<file path="src/pmc_defs.vh">
// constants for the power mode control block
`ifndef PMC_DEFS_VH
`define PMC_DEFS_VH
// register byte addresses
`define PMC_ADDR_CTRL 8'h00
`define PMC_ADDR_IRQ_STAT 8'h04
`define PMC_ADDR_IRQ_MASK 8'h08
`define PMC_ADDR_STATE 8'h0C
// power_mode_control field positions
`define PMC_BIT_SMOD 7
`define PMC_BIT_FESEL 6
`define PMC_BIT_OSC_FAIL_FLAG 5
`define PMC_BIT_OSC_FAIL_ENABLE 4
`define PMC_BIT_GF1 3
`define PMC_BIT_GF0 2
`define PMC_BIT_STOP 1
`define PMC_BIT_IDLE 0
`define PMC_CTRL_RESET 8'h00
// interrupt status field positions
`define PMC_EV_STOP 0
`define PMC_EV_WAKE 1
`define PMC_EV_OSC 2
`define PMC_EV_REFUSED 3
`define PMC_EV_W 4
// state readback field positions
`define PMC_ST_HALT 0
`define PMC_ST_STOP 1
`define PMC_ST_IDLE 2
`define PMC_ST_CAN 3
// number of serial ports whose bit 7 is steered
`define PMC_SER_PORTS 3
// ahb transfer type and size
`define PMC_HTRANS_NONSEQ 2'h2
`define PMC_HSIZE_WORD 3'h2
`endif

</file>
<file path="src/pmc_sync.v">
// two flip-flop synchroniser for a vector of levels
`timescale 1ns/1ps
module pmc_sync #(
  parameter W = 4
) (
  // clock and reset
  input wire i_mclk,
  input wire i_rst,
  // levels
  input wire [W-1:0] i_async,
  output reg [W-1:0] o_sync
);
  reg [W-1:0] meta;

  // first stage feeds only the second
  always @(posedge i_mclk) begin
    if (i_rst) begin
      meta <= {W{1'b0}};
      o_sync <= {W{1'b0}};
    end else begin
      meta <= i_async;
      o_sync <= meta;
    end
  end
endmodule

</file>
<file path="src/pmc_power_ctrl.v">
// power mode control register with ahb-lite slave and interrupts
// ----------------------------------------------------------------
// Functional notes
// select 0: bit 7 is mode bit
// select 1: bit 7 is framing flag
// stop bit halts core, oscillator, timers
// reset or interrupt clears stop, resumes
// stop bit always reads zero
// software must not stop while idle
// stop refused while any can active
// software readies cans before stopping
// idle halts core; interrupt resumes
// osc fail flag: hardware sets, software clears
// ----------------------------------------------------------------
`timescale 1ns/1ps
`include "pmc_defs.vh"
module pmc_power_ctrl (
  // clock and reset
  input wire i_mclk,
  input wire i_rst,
  // ahb-lite slave
  input wire i_hsel,
  input wire [7:0] i_haddr,
  input wire [1:0] i_htrans,
  input wire i_hwrite,
  input wire [2:0] i_hsize,
  input wire [31:0] i_hwdata,
  input wire i_hready,
  output reg [31:0] o_hrdata,
  output reg o_hreadyout,
  output reg o_hresp,
  // can module state pins, per module
  input wire [1:0] i_can_reset_ctrl,
  input wire [1:0] i_can_software_init,
  input wire [1:0] i_can_power_down_enable,
  // wake and oscillator monitor pins
  input wire i_ext_int_wake,
  input wire i_any_int_wake,
  input wire i_osc_fail_detect,
  // serial port bit 7 sources
  input wire [2:0] i_framing_error_flag,
  input wire [2:0] i_serial_mode_bit0,
  output reg [2:0] o_serial_ctrl_bit7,
  // power state outputs
  output reg o_core_halt,
  output reg o_osc_halt,
  output reg o_timer_halt,
  output reg o_baud_double,
  output reg o_irq
);
  // ----------------------------------------------------------------
  // input synchronisers
  // ----------------------------------------------------------------
  // every can, wake and oscillator pin level lands two edges late; the outputs that react
  // to it follow one edge after that, so a wake costs three edges
  // in total from pin to halt release
  wire [8:0] sync_out;
  pmc_sync #(.W(9)) u_sync (
    .i_mclk(i_mclk),
    .i_rst(i_rst),
    .i_async({i_can_reset_ctrl, i_can_software_init,
      i_can_power_down_enable, i_ext_int_wake, i_any_int_wake,
      i_osc_fail_detect}),
    .o_sync(sync_out)
  );
  wire [1:0] can_rst_s = sync_out[8:7];
  wire [1:0] can_init_s = sync_out[6:5];
  wire [1:0] can_pde_s = sync_out[4:3];
  wire ext_wake_s = sync_out[2];
  wire any_wake_s = sync_out[1];
  wire osc_fail_s = sync_out[0];

  // can counts as active when all its controls are zero
  function can_active;
    input r;
    input s;
    input p;
    begin
      can_active = ~(r | s | p);
    end
  endfunction

  wire can0_act = can_active(can_rst_s[0], can_init_s[0], can_pde_s[0]);
  wire can1_act = can_active(can_rst_s[1], can_init_s[1], can_pde_s[1]);
  wire any_can_act = can0_act | can1_act;

  // ----------------------------------------------------------------
  // registers
  // ----------------------------------------------------------------
  reg [7:0] ctrl;
  reg stop_mode;
  reg [`PMC_EV_W-1:0] irq_stat;
  reg [`PMC_EV_W-1:0] irq_mask;
  reg [7:0] addr_q;
  reg wr_q;
  reg rd_q;

  // ----------------------------------------------------------------
  // ahb-lite slave decode
  // ----------------------------------------------------------------
  // only whole-word nonseq transfers are taken; anything else is
  // ignored, so a byte write never half-updates the control bits
  // ahb address phase decode
  wire take = i_hsel & i_hready & (i_htrans == `PMC_HTRANS_NONSEQ) &
    (i_hsize == `PMC_HSIZE_WORD);

  function is_addr;
    input [7:0] a;
    input [7:0] b;
    begin
      is_addr = (a == b);
    end
  endfunction

  wire wr_ctrl = wr_q & is_addr(addr_q, `PMC_ADDR_CTRL);
  wire wr_mask = wr_q & is_addr(addr_q, `PMC_ADDR_IRQ_MASK);
  wire rd_stat = rd_q & is_addr(addr_q, `PMC_ADDR_IRQ_STAT);

  // ----------------------------------------------------------------
  // power mode requests
  // ----------------------------------------------------------------
  // stop while idle is left undefined; software must avoid it, and
  // this logic clears each mode only on its own wake, so the core stays halted until both wakes
  // stop request: refused while any can active
  wire stop_req = wr_ctrl & i_hwdata[`PMC_BIT_STOP] & ~any_can_act;
  wire stop_refused = wr_ctrl & i_hwdata[`PMC_BIT_STOP] & any_can_act;
  wire idle_req = wr_ctrl & i_hwdata[`PMC_BIT_IDLE];
  wire stop_wake = stop_mode & ext_wake_s;
  wire idle_wake = ctrl[`PMC_BIT_IDLE] & any_wake_s;
  // fail flag only when not deliberately stopped
  wire osc_fail_set = ctrl[`PMC_BIT_OSC_FAIL_ENABLE] & osc_fail_s &
    ~stop_mode;

  // ----------------------------------------------------------------
  // bus pipeline
  // ----------------------------------------------------------------
  // the data phase decodes from the address held here
  // capture address phase
  always @(posedge i_mclk) begin
    if (i_rst) begin
      addr_q <= 8'h00;
      wr_q <= 1'b0;
      rd_q <= 1'b0;
    end else begin
      addr_q <= i_haddr;
      wr_q <= take & i_hwrite;
      rd_q <= take & ~i_hwrite;
    end
  end

  // ----------------------------------------------------------------
  // control register
  // ----------------------------------------------------------------
  // the stop bit is never stored; stop_mode carries the state so a
  // read of the register can only ever show zero there
  // control register, stop and idle state
  always @(posedge i_mclk) begin
    if (i_rst) begin
      ctrl <= `PMC_CTRL_RESET;
      stop_mode <= 1'b0;
    end else begin
      // select, enable and user flags are plain software bits
      if (wr_ctrl) begin
        ctrl[`PMC_BIT_SMOD] <= i_hwdata[`PMC_BIT_SMOD];
        ctrl[`PMC_BIT_FESEL] <= i_hwdata[`PMC_BIT_FESEL];
        ctrl[`PMC_BIT_OSC_FAIL_ENABLE] <= i_hwdata[`PMC_BIT_OSC_FAIL_ENABLE];
        ctrl[`PMC_BIT_GF1] <= i_hwdata[`PMC_BIT_GF1];
        ctrl[`PMC_BIT_GF0] <= i_hwdata[`PMC_BIT_GF0];
      end
      // hardware set wins over software clear
      if (osc_fail_set)
        ctrl[`PMC_BIT_OSC_FAIL_FLAG] <= 1'b1;
      else if (wr_ctrl & ~i_hwdata[`PMC_BIT_OSC_FAIL_FLAG])
        ctrl[`PMC_BIT_OSC_FAIL_FLAG] <= 1'b0;
      // idle set by software, cleared by interrupt
      if (idle_wake)
        ctrl[`PMC_BIT_IDLE] <= 1'b0;
      else if (idle_req)
        ctrl[`PMC_BIT_IDLE] <= 1'b1;
      // stop bit slot stays clear whatever was written
      ctrl[`PMC_BIT_STOP] <= 1'b0;
      if (stop_wake)
        stop_mode <= 1'b0;
      else if (stop_req)
        stop_mode <= 1'b1;
    end
  end

  // ----------------------------------------------------------------
  // interrupt status and mask
  // ----------------------------------------------------------------
  // sticky events, read clears, set wins
  wire [`PMC_EV_W-1:0] ev;
  assign ev[`PMC_EV_STOP] = stop_req;
  assign ev[`PMC_EV_WAKE] = stop_wake | idle_wake;
  assign ev[`PMC_EV_OSC] = osc_fail_set & ~ctrl[`PMC_BIT_OSC_FAIL_FLAG];
  assign ev[`PMC_EV_REFUSED] = stop_refused;
  // read clear applied first so an event in the clearing cycle stays
  wire [`PMC_EV_W-1:0] next_irq_stat =
    (rd_stat ? {`PMC_EV_W{1'b0}} : irq_stat) | ev;
  wire [`PMC_EV_W-1:0] next_irq_mask =
    wr_mask ? i_hwdata[`PMC_EV_W-1:0] : irq_mask;

  always @(posedge i_mclk) begin
    if (i_rst) begin
      irq_stat <= {`PMC_EV_W{1'b0}};
      irq_mask <= {`PMC_EV_W{1'b0}};
    end else begin
      irq_stat <= next_irq_stat;
      irq_mask <= next_irq_mask;
    end
  end

  // ----------------------------------------------------------------
  // read data
  // ----------------------------------------------------------------
  // decoded from the live address so the word is ready one edge on
  // read mux for the data phase
  reg [31:0] next_rdata;
  always @* begin
    next_rdata = 32'h00000000;
    case (i_haddr)
      `PMC_ADDR_CTRL: begin
        next_rdata[7:0] = ctrl;
        next_rdata[`PMC_BIT_STOP] = 1'b0;
      end
      `PMC_ADDR_IRQ_STAT: next_rdata[`PMC_EV_W-1:0] = irq_stat;
      `PMC_ADDR_IRQ_MASK: next_rdata[`PMC_EV_W-1:0] = irq_mask;
      `PMC_ADDR_STATE: begin
        next_rdata[`PMC_ST_HALT] = o_core_halt;
        next_rdata[`PMC_ST_STOP] = stop_mode;
        next_rdata[`PMC_ST_IDLE] = ctrl[`PMC_BIT_IDLE];
        next_rdata[`PMC_ST_CAN] = any_can_act;
      end
      default: next_rdata = 32'h00000000;
    endcase
  end

  // ----------------------------------------------------------------
  // bus outputs
  // ----------------------------------------------------------------
  // ready is low only in reset, so no transfer starts too early
  // bus outputs: zero wait state, always okay
  always @(posedge i_mclk) begin
    if (i_rst) begin
      o_hrdata <= 32'h00000000;
      o_hreadyout <= 1'b0;
      o_hresp <= 1'b0;
    end else begin
      o_hreadyout <= 1'b1;
      o_hresp <= 1'b0;
      if (take & ~i_hwrite)
        o_hrdata <= next_rdata;
    end
  end

  // ----------------------------------------------------------------
  // power state and serial outputs
  // ----------------------------------------------------------------
  // each port picks its framing flag or its mode bit by the select
  wire [`PMC_SER_PORTS-1:0] next_bit7;
  genvar gp;
  generate
    for (gp = 0; gp < `PMC_SER_PORTS; gp = gp + 1) begin : g_bit7
      assign next_bit7[gp] = ctrl[`PMC_BIT_FESEL] ?
        i_framing_error_flag[gp] :
        i_serial_mode_bit0[gp];
    end
  endgenerate

  // halts follow the next mode state so they never lag a request
  // power state and serial bit 7 outputs
  wire stop_next = stop_wake ? 1'b0 : (stop_req | stop_mode);
  wire idle_next = idle_wake ? 1'b0 :
    (idle_req | ctrl[`PMC_BIT_IDLE]);
  wire irq_next = |(next_irq_stat & next_irq_mask);
  always @(posedge i_mclk) begin
    if (i_rst) begin
      o_core_halt <= 1'b0;
      o_osc_halt <= 1'b0;
      o_timer_halt <= 1'b0;
      o_baud_double <= 1'b0;
      o_serial_ctrl_bit7 <= 3'h0;
      o_irq <= 1'b0;
    end else begin
      o_core_halt <= stop_next | idle_next;
      o_osc_halt <= stop_next;
      o_timer_halt <= stop_next;
      o_baud_double <= ctrl[`PMC_BIT_SMOD];
      o_serial_ctrl_bit7 <= next_bit7;
      o_irq <= irq_next;
    end
  end
endmodule

</file>
<file path="config.mk">
export PLATFORM = sky130hd
export DESIGN_NAME = pmc_power_ctrl
export DESIGN_NICKNAME = d
export VERILOG_FILES = /design/src/pmc_sync.v /design/src/pmc_power_ctrl.v
export VERILOG_INCLUDE_DIRS = /design/src
export SDC_FILE = /design/constraint.sdc
export NUM_CORES = 1
export LEC_CHECK = 0
export BUFFER_PORTS_ARGS = -buffer_cell sky130_fd_sc_hd__buf_2
export CAP_MARGIN = 20
export CORE_AREA = 2 2 74 76
export DETAILED_ROUTE_END_ITERATION = 6
export DIE_AREA = 0 0 76 78
export HOLD_SLACK_MARGIN = 0.15
export PLACE_DENSITY = 0.77
export SETUP_SLACK_MARGIN = 0.3
export SYNTH_ARGS = -nofsm -noshare
export SYNTH_HDL_FRONTEND = slang
export SYNTH_SLANG_ARGS = --single-unit
</file>
<file path="constraint.sdc">
create_clock -name i_mclk -period 1.6 [get_ports i_mclk]
set_input_delay 0.16 -clock i_mclk [delete_from_list [all_inputs] [get_ports i_mclk]]
set_output_delay 0.16 -clock i_mclk [all_outputs]
set_load 0.02 [all_outputs]
</file>
Word-level counts from Yosys, hierarchy flattened
Index checks and enable logic that the tools add are counted.
- bits in registers: 60
- bits of input ports: 65
- logic and storage cells: 79
- equality and inequality tests: 7
- mux-type cells: 12
- bitwise gates (word level): 36
- reduce and logical (&&, ||, !) cells: 6
- operators by type and width (kind ; number):
    equality test 8 x 4 -> 1 bit (second input constant) ; 3
    bitwise AND 1 bit ; 18
    equality test 8 x 3 -> 1 bit (second input constant) ; 2
    logical NOT 8 bit ; 2
    case mux 4 bit (4 select lines) ; 1
    2-to-1 mux 4 bit ; 3
    OR 1 bit ; 9
    2-to-1 mux 1 bit ; 8
    NOT 1 bit ; 7
    bitwise AND 4 bit ; 1
    OR 4 bit ; 1
    OR reduction 2 bit ; 2
    OR reduction 4 bit ; 1
    equality test 3 x 2 -> 1 bit (second input constant) ; 1
    equality test 2 bit (second input constant) ; 1
    nonzero test 2 bit ; 1

Longest topological paths before layout
Gate-level depths: netlist of run 1.
- depth in word-level cells: 9
- gate-level depth with buffers: 6
- depth with buffers taken out: 5

By module
A second synthesis of run 1 with hierarchy kept.
- cells, all modules: 221
- area, all modules: 2287.2 um^2
- by module, submodules not included (module ; times used ; cells each ; area each (um^2) ; seq. area each (um^2)):
    pmc_power_ctrl ; 1 ; 184 ; 1798.0 ; 840.8
    pmc_sync ; 1 ; 37 ; 489.2 ; 360.3

Worst setup path before layout of run 1
OpenSTA, ideal clock, no wires.
- path kind: register to register
- start point: reg addr_q[5]
- end point: reg o_irq
- arrival time: 1.388 ns
- required time: 1.485 ns
- slack: 0.097 ns
- stages on the path, launching flop included: 6
- buffers on the path: 0
- period minus slack after synthesis: 1.503 ns
- path through: dfxtp_1 nor4_4 nand4_1 a222oi_1 o22ai_1 o21a_1
- cells in the longest elaborated chain, start to end: 7
- elaborated cells between the ends (all ways): 14
- those cells by class: eq/ne (2); mux (2); bitwise (8); reduce/logical (2)
- RTL lines (item ; line ; RTL):
    start: declaration ; pmc_power_ctrl.v:94 ; reg [7:0] addr_q;
    start signal: assignment ; pmc_power_ctrl.v:145 ; addr_q <= i_haddr;
    logical NOT 8 bit ; pmc_power_ctrl.v:111 ; is_addr = (a == b);
    bitwise AND 1 bit ; pmc_power_ctrl.v:115 ; wire wr_ctrl = wr_q & is_addr(addr_q, `PMC_ADDR_CTRL);
    bitwise AND 1 bit ; pmc_power_ctrl.v:125, pmc_power_ctrl.v:126 ;
    bitwise AND 1 bit (on tied branches) ; pmc_power_ctrl.v:125, pmc_power_ctrl.v:126 ;
    OR 4 bit ; pmc_power_ctrl.v:200 ; (rd_stat ? {`PMC_EV_W{1'b0}} : irq_stat) | ev;
    bitwise AND 4 bit * ; pmc_power_ctrl.v:276 ; wire irq_next = |(next_irq_stat & next_irq_mask);
    OR reduction 4 bit * ; pmc_power_ctrl.v:276 ;
    end signal: assignment ; pmc_power_ctrl.v:291 ; o_irq <= irq_next;
    end: declaration ; pmc_power_ctrl.v:49 ; output reg o_irq
Every way passes the cells marked *; elsewhere a longest branch is shown, timed or not.
A chain may end at the register's enable or synchronous reset.

Worst setup path after layout of run 1
Ends and elaborated chain as after synthesis.

==> reports/results.ini, run 1 <==
[timing]
fin_crit_sh_pct = 104
hold_viol_final = 0
finalSetupViolations = 1
fin_worst_skew_ns = 0.00991
slew_violations = 0
layout_setup_ws_ns = -0.0587
max_clock_freq_mhz = 603
post-route-min-period_ns = 1.66
rsz0062_at_grt = true

[setup_path]
cp.required_ns = 1.83
rr_worst_depth = 5
cp_top_family = compound AO/OA/AOI/OAI gates
crit_buf_inv = 0
r2r-start = addr_q[5]$_SDFF_PP0_
arrival_ns = 1.88
regToRegSetupSlack_ns = -0.06
critPathLaunch = addr_q[5]$_SDFF_PP0_
crit_path_start_kind = register
cp_num_cells = 5
r2r-end = o_irq$_SDFF_PP0_
critPathKind = register to register
critPathMaxStageDelay_ns = 0.39
endpoint = o_irq$_SDFF_PP0_
cp_slowest_cell = a222oi_1
end_kind = register
path_max_fanout = 3
path_cells = nor4_4 > nand4_1 > a222oi_1 > o22ai_1 > o21a_1

[cells_and_area]
final_cell_area_um2 = 3260
seq_area_um2 = 1200
fin_util_pct = 64.7
multi_input_area_um2 = 1030
fin_nets = 386
drive_above_1_share_pct = 35.9
final_common_cell = dfxtp_1
fillers = 396
final_cell_mix = dfxtp_1 (59), buf_2 (57), dlygate4sd3_1 (30)
n_antenna_cell = 0
areaGrowthSynthToFinish_pct = 43.3
layoutNonFillerInstCount = 396

[outcome]
status = complete, but fails checks
violations = setup timing

[yosys]
syn_avg_cell_area_um2 = 10.3
netlist_top_cells_area = dfxtp_1 (53%), buf_4 (9.2%), nor2b_1 (7.4%)
ys_seq_area_share_pct = 52.7
yosys.area.top_type_share_pct = 52.7
yosysWarningCount = 0
synthCells = 221
synth_top_cell_by_area = dfxtp_1
yosys.cell_types.count = 38
synth_seq_cells = 60
synth_area_um2 = 2280

[grt]
grt_overflow = 0
antenna_found_initial = 0
track_usage_pct = 17.2
grt_first_pass_wirelength_um = 7920
grt_pass1_vias = 1748
grt_start_max_net_pins = 22

[min_path]
worst_hold_startpoint = i_haddr[3]
min_path_type = input pin to register

[clocking]
cts_max_path_buffers = 2
clock-sinks = 60
numCtsBuffers = 9
cts_max_level = 3
cts-root-buf = clkbuf_8
clock_latency_ns = 0.33
clkSlewWorstSetupHoldPaths_ns = 0.06
cts_tree = yes

[placed_design]
place_congestion = 0.817
dp_hpwl_um = 3150
place.port_buffers = 57
place_ws_ns = -0.117
dp.cells = 343
dpl_cell_area_um2 = 2580

[floorplan]
fp.coreArea_um2 = 5040
row_count = 26
io-pin-count = 107
die_x_um = 76
initial_core_util_pct = 45.2
die-area_um2 = 5930
fp.dieH_um = 78

[detailed_routing]
via_count = 1794
drt_iter0_drc = 122
ant_nets = 0
wire_per_inst_um = 12.9
drtPass1Iterations = 4
viasPerCell = 4.53
finalWirelength_um = 5090
route.detailed.drc = 0

[power]
ir_drop_v = 0.000739
p_per_area_nw_per_um2 = 1010
leakage_nw = 1.45

[run]
maxCapViolations = 0

-- sequential cells by signal, summed over array words and instances, names as in the netlist --
signal              flops
wr_q                    1
o_hrdata                8
ctrl                    7
rd_q                    1
addr_q                  8
irq_mask                4
u_sync.o_sync           9
o_serial_ctrl_bit7      3
o_core_halt             1
irq_stat                4
o_irq                   1
o_hreadyout             1
stop_mode               1
o_timer_halt            1
u_sync.meta             9
o_baud_double           1
-- kinds of logic after synthesis --
kind of cell	Yosys count	share of synthesized area (%)
and+or+nand+nor	83	21.4
DFF	60	52.7
buffers and inverters	38	10.9
AOI/OAI and AO/OA	28	8.24
muxes	11	6.54
other	1	0.165
-- worst min-delay path by stage --
stage	endpoint	slack (ns)	cells past startpoint
finish	addr_q[3]$_SDFF_PP0_	0.17	2
global route	addr_q[3]$_SDFF_PP0_	0.17	2
CTS	addr_q[3]$_SDFF_PP0_	0.16	2
detailed placement	u_sync.meta[8]$_SDFF_PP0_	0.37	2
global placement	u_sync.meta[7]$_SDFF_PP0_	0.37	2
floorplan	addr_q[5]$_SDFF_PP0_	0.29	1
-- report_power, final --
part           switching, W  internal (W)
Sequential        0.0000168       0.00153
Clock              0.000566      0.000912
Combinational      0.000146      0.000136
-- cells in the mapped netlist, drive strengths merged --
library cell	count
and4b	1
and4bb	1
mux4	3
a21oi	10
o31ai	1
dfxtp	60
o22ai	2
nor2	21
and3b	1
mux2	1
inv	1
or2	2
nand4b	3
or3	1
o31a	1
a32oi	2
a22oi	8
nand4	1
nor2b	27
nand2b	2
a222oi	1
nand2	13
nor3b	3
nor4	2
nor3	2
nand3b	2
clkbuf	8
o21ai	2
mux2i	7
and4	1
conb	1
buf	29
o21a	1
-- worst register-to-register path: stages, from the launching register on --
cell and delay (ns):
dfxtp_2 0.32, nor4_4 0.33, nand4_1 0.20, a222oi_1 0.39
o22ai_1 0.12, o21a_1 0.20
-- per-layer routing --
layer  vias to the layer above  global-route usage [%]  part of all wire (%)
li1                        897                       -                     -
met1                       846                    18.9                    42
met2                        43                    29.9                    52
met3                         8                    5.47                   4.3
met4                         0                    9.27                   1.8
met5                         -                       0                     0
-- what timing repair did --
action / 4_1_cts / 5_1_grt
setup endpoints to repair: 20 / 20
pin swaps: 10 / 7
buffers inserted: 5 / 2
gates resized for setup: 8 / 18
hold buffers: 30 / 0
gates cloned: 0 / 0
endpoints found under the hold margin: 29 / 0
-- area by class of cell --
cell class                      count  area share [%]
Clock buffer                       11            4.33
Timing Repair Buffer              102            22.1
Sequential cell                    60            36.8
Tap cell                           70            2.68
Multi-Input combinational cell    147            31.6
Inverter                            1           0.115
Clock inverter                      5            2.30
-- stage by stage --
step                hold WS [ns]  power, W  setup TNS (ns)
finish                     0.170   0.00331         -0.0587
global route               0.166   0.00343          -0.307
CTS                        0.156   0.00331         -0.0190
detailed placement         0.373   0.00178          -0.117
floorplan                  0.288   0.00175               0
global placement           0.370   0.00178         -0.0584
Power figures use the tool's default switching activity.
==> inputs of run 2 (changes only) <==
- REMOVE_ABC_BUFFERS: unset -> 1
- SETUP_SLACK_MARGIN: 0.3 -> 0.1
==> run 2 against run 1 <==
  * The flow still finishes with violations (setup timing)
  * Core utilization is 2.0 points higher
  * Global-route usage is 0.65 points lower
  * Largest cell class unchanged
  * Design area is 3.1% higher
  * Clock skew is 0.0016 ns lower
  * Critical path depth is 2 higher
  * Sequential power hardly changed
  * Count of clock-buffer cells in the layout is 2 higher
  * Die area stayed put
  * First-iteration DRC count is 6.6% higher
  * Flip-flop and latch count stayed put
==> reports/results.ini, run 2 (same netlist as run 1, synthesis figures left out) <==
[cells_and_area]
areaGrowthSynthToFinish_pct = 47.7  ; was 43.3%
final_cell_mix = dfxtp_1 (58), buf_2 (56), dlygate4sd3_1 (28)  ; was dfxtp_1 (59), buf_2 (57), dlygate4sd3_1 (30)
n_antenna_cell = 0  ; unchanged
final_cell_area_um2 = 3360  ; was 3260 µm²
fin_nets = 387  ; was 386
drive_above_1_share_pct = 38.5  ; was 35.9%
final_common_cell = dfxtp_1  ; unchanged
largestRegisters = u_sync.meta (9), u_sync.o_sync (9)  ; unchanged

[grt]
grt_pass1_vias = 1742  ; was 1748
antenna_found_initial = 0  ; unchanged
grt_overflow = 0  ; unchanged
grt_first_pass_wirelength_um = 7800  ; was 7920 µm
track_usage_pct = 16.6  ; was 17.2%
grt_start_max_net_pins = 20  ; was 22

[floorplan]
io-pin-count = 107  ; unchanged
die-area_um2 = 5930  ; unchanged
fp.coreArea_um2 = 5040  ; unchanged
fp.dieH_um = 78  ; unchanged
initial_core_util_pct = 45.2  ; unchanged
row_count = 26  ; unchanged
die_x_um = 76  ; unchanged

[timing]
max_clock_freq_mhz = 579  ; was 603 MHz
finalSetupViolations = 7  ; was 1
fin_crit_sh_pct = 108  ; was 104%
hold_viol_final = 0  ; unchanged
layout_setup_ws_ns = -0.126  ; was -0.0587 ns
fin_worst_skew_ns = 0.00827  ; was 0.00991 ns
whs_ns = 0.184  ; was 0.170 ns
slew_violations = 0  ; unchanged
post-route-min-period_ns = 1.73  ; was 1.66 ns
rsz0062_at_grt = true  ; unchanged

[power]
p_per_area_nw_per_um2 = 1070  ; was 1010 nW/µm²
clkPwrFrac_pct = 48.9  ; was 44.7%
ir_drop_v = 0.000847  ; was 0.000739 V
switching_share_pct = 20.0  ; was 22.0%
leakage_nw = 1.52  ; was 1.45 nW
power_w = 0.00360  ; was 0.00331 W
p_int_w = 0.00288  ; was 0.00258 W
combPwrFrac_pct = 8.2  ; was 8.5%
switchingPower_w = 0.000722  ; was 0.000729 W
seqPwrFrac_pct = 42.9  ; was 46.8%

[outcome]
violations = setup timing  ; unchanged
status = complete, but fails checks  ; unchanged

[setup_path]
path_max_fanout = 5  ; was 3
critPathKind = register to register  ; unchanged
end_kind = register  ; unchanged
arrival_ns = 2.00  ; was 1.88 ns
cp.required_ns = 1.87  ; was 1.83 ns
crit_path_start_kind = register  ; unchanged

[placed_design]
place.port_buffers = 57  ; unchanged
place_ws_ns = -0.0903  ; was -0.117 ns
place_congestion = 0.821  ; was 0.817
dpl_cell_area_um2 = 2540  ; was 2580 µm²
dp_hpwl_um = 2980  ; was 3150 µm

[clocking]
clkSlewWorstSetupHoldPaths_ns = 0.07  ; was 0.06 ns
cts-root-buf = clkbuf_8  ; unchanged
clock-sinks = 60  ; unchanged
clock_latency_ns = 0.33  ; about the same
numCtsBuffers = 9  ; unchanged
cts_max_path_buffers = 2  ; unchanged
cts_max_level = 3  ; unchanged
cts_tree = yes  ; unchanged

[detailed_routing]
drtPass1Iterations = 4  ; unchanged
wire_per_inst_um = 12.9  ; about the same
drt_iter0_drc = 130  ; was 122
via_count = 1857  ; was 1794
finalWirelength_um = 5120  ; was 5090 µm
ant_nets = 0  ; unchanged
route.detailed.drc = 0  ; unchanged
viasPerCell = 4.68  ; was 4.53

[min_path]
min_path_type = input pin to register  ; unchanged

[run]
maxCapViolations = 0  ; unchanged

run 2: power by group through the flow:
stage / Combinational [W] / Sequential, W / Clock (W)
after global placement: 0.000199 / 0.00158 / 0
final: 0.000295 / 0.00155 / 0.00176
after CTS: 0.000264 / 0.00154 / 0.00180
after global routing: 0.000317 / 0.00155 / 0.00186
after detailed placement: 0.000200 / 0.00158 / 0
after floorplan: 0.000100 / 0.00158 / 0
run 2: worst paths after layout:
path,start,end,slack (ns),cells past startpoint
setup / recovery,addr_q[5]$_SDFF_PP0_,o_irq$_SDFF_PP0_,-0.13,7
hold / removal,i_haddr[3],addr_q[3]$_SDFF_PP0_,0.18,2
setup reg to reg,addr_q[5]$_SDFF_PP0_,o_irq$_SDFF_PP0_,-0.13,7
hold reg to reg,u_sync.meta[8]$_SDFF_PP0_,u_sync.o_sync[8]$_SDFF_PP0_,0.43,1
run 2: through the flow:
stage	util, %	instances	TNS (ns)
6_report	66.7	397	-0.662
5_1_grt	66.7	397	-1.29
3_3_place_gp	50.4	341	-0.0873
3_5_place_dp	50.4	341	-0.0903
4_1_cts	63.1	390	-0.135
2_1_floorplan	-	208	0
run 2: final cells by class:
| cell class | instances | area (µm²) |
|---|---|---|
| timing repair buffer | 103 | 741 |
| inverter | 1 | 3.75 |
| tap | 70 | 87.6 |
| fill | 363 | 1680 |
| sequential | 60 | 1200 |
| clock buffer | 13 | 179 |
| clock inverter | 3 | 90.1 |
| multi-input combinational | 147 | 1060 |
run 2: timing repair:
| action | CTS | global route |
|---|---|---|
| pin swaps | 10 | 22 |
| hold buffers | 30 | 0 |
| gates resized for setup | 13 | 33 |
| setup buffers | 3 | 7 |
| endpoints found under the hold margin | 30 | 0 |
| setup endpoints to repair | 7 | 20 |
run 2: per-layer routing:
metal	global-route usage [%]	vias to the layer above	part of all wire [%]
li1	-	905	-
met5	0	-	0
met4	6.55	0	1.4
met3	5.81	6	6.7
met1	18.7	868	41
met2	28.9	78	51
run 2: worst max-delay path, stage by stage (launching register included):
cell and delay (ns):
dfxtp_2 0.33, nor4_4 0.32, buf_4 0.17, buf_6 0.09, and4b_4 0.31, a32oi_2 0.14, o22ai_1 0.17, o21a_1 0.14
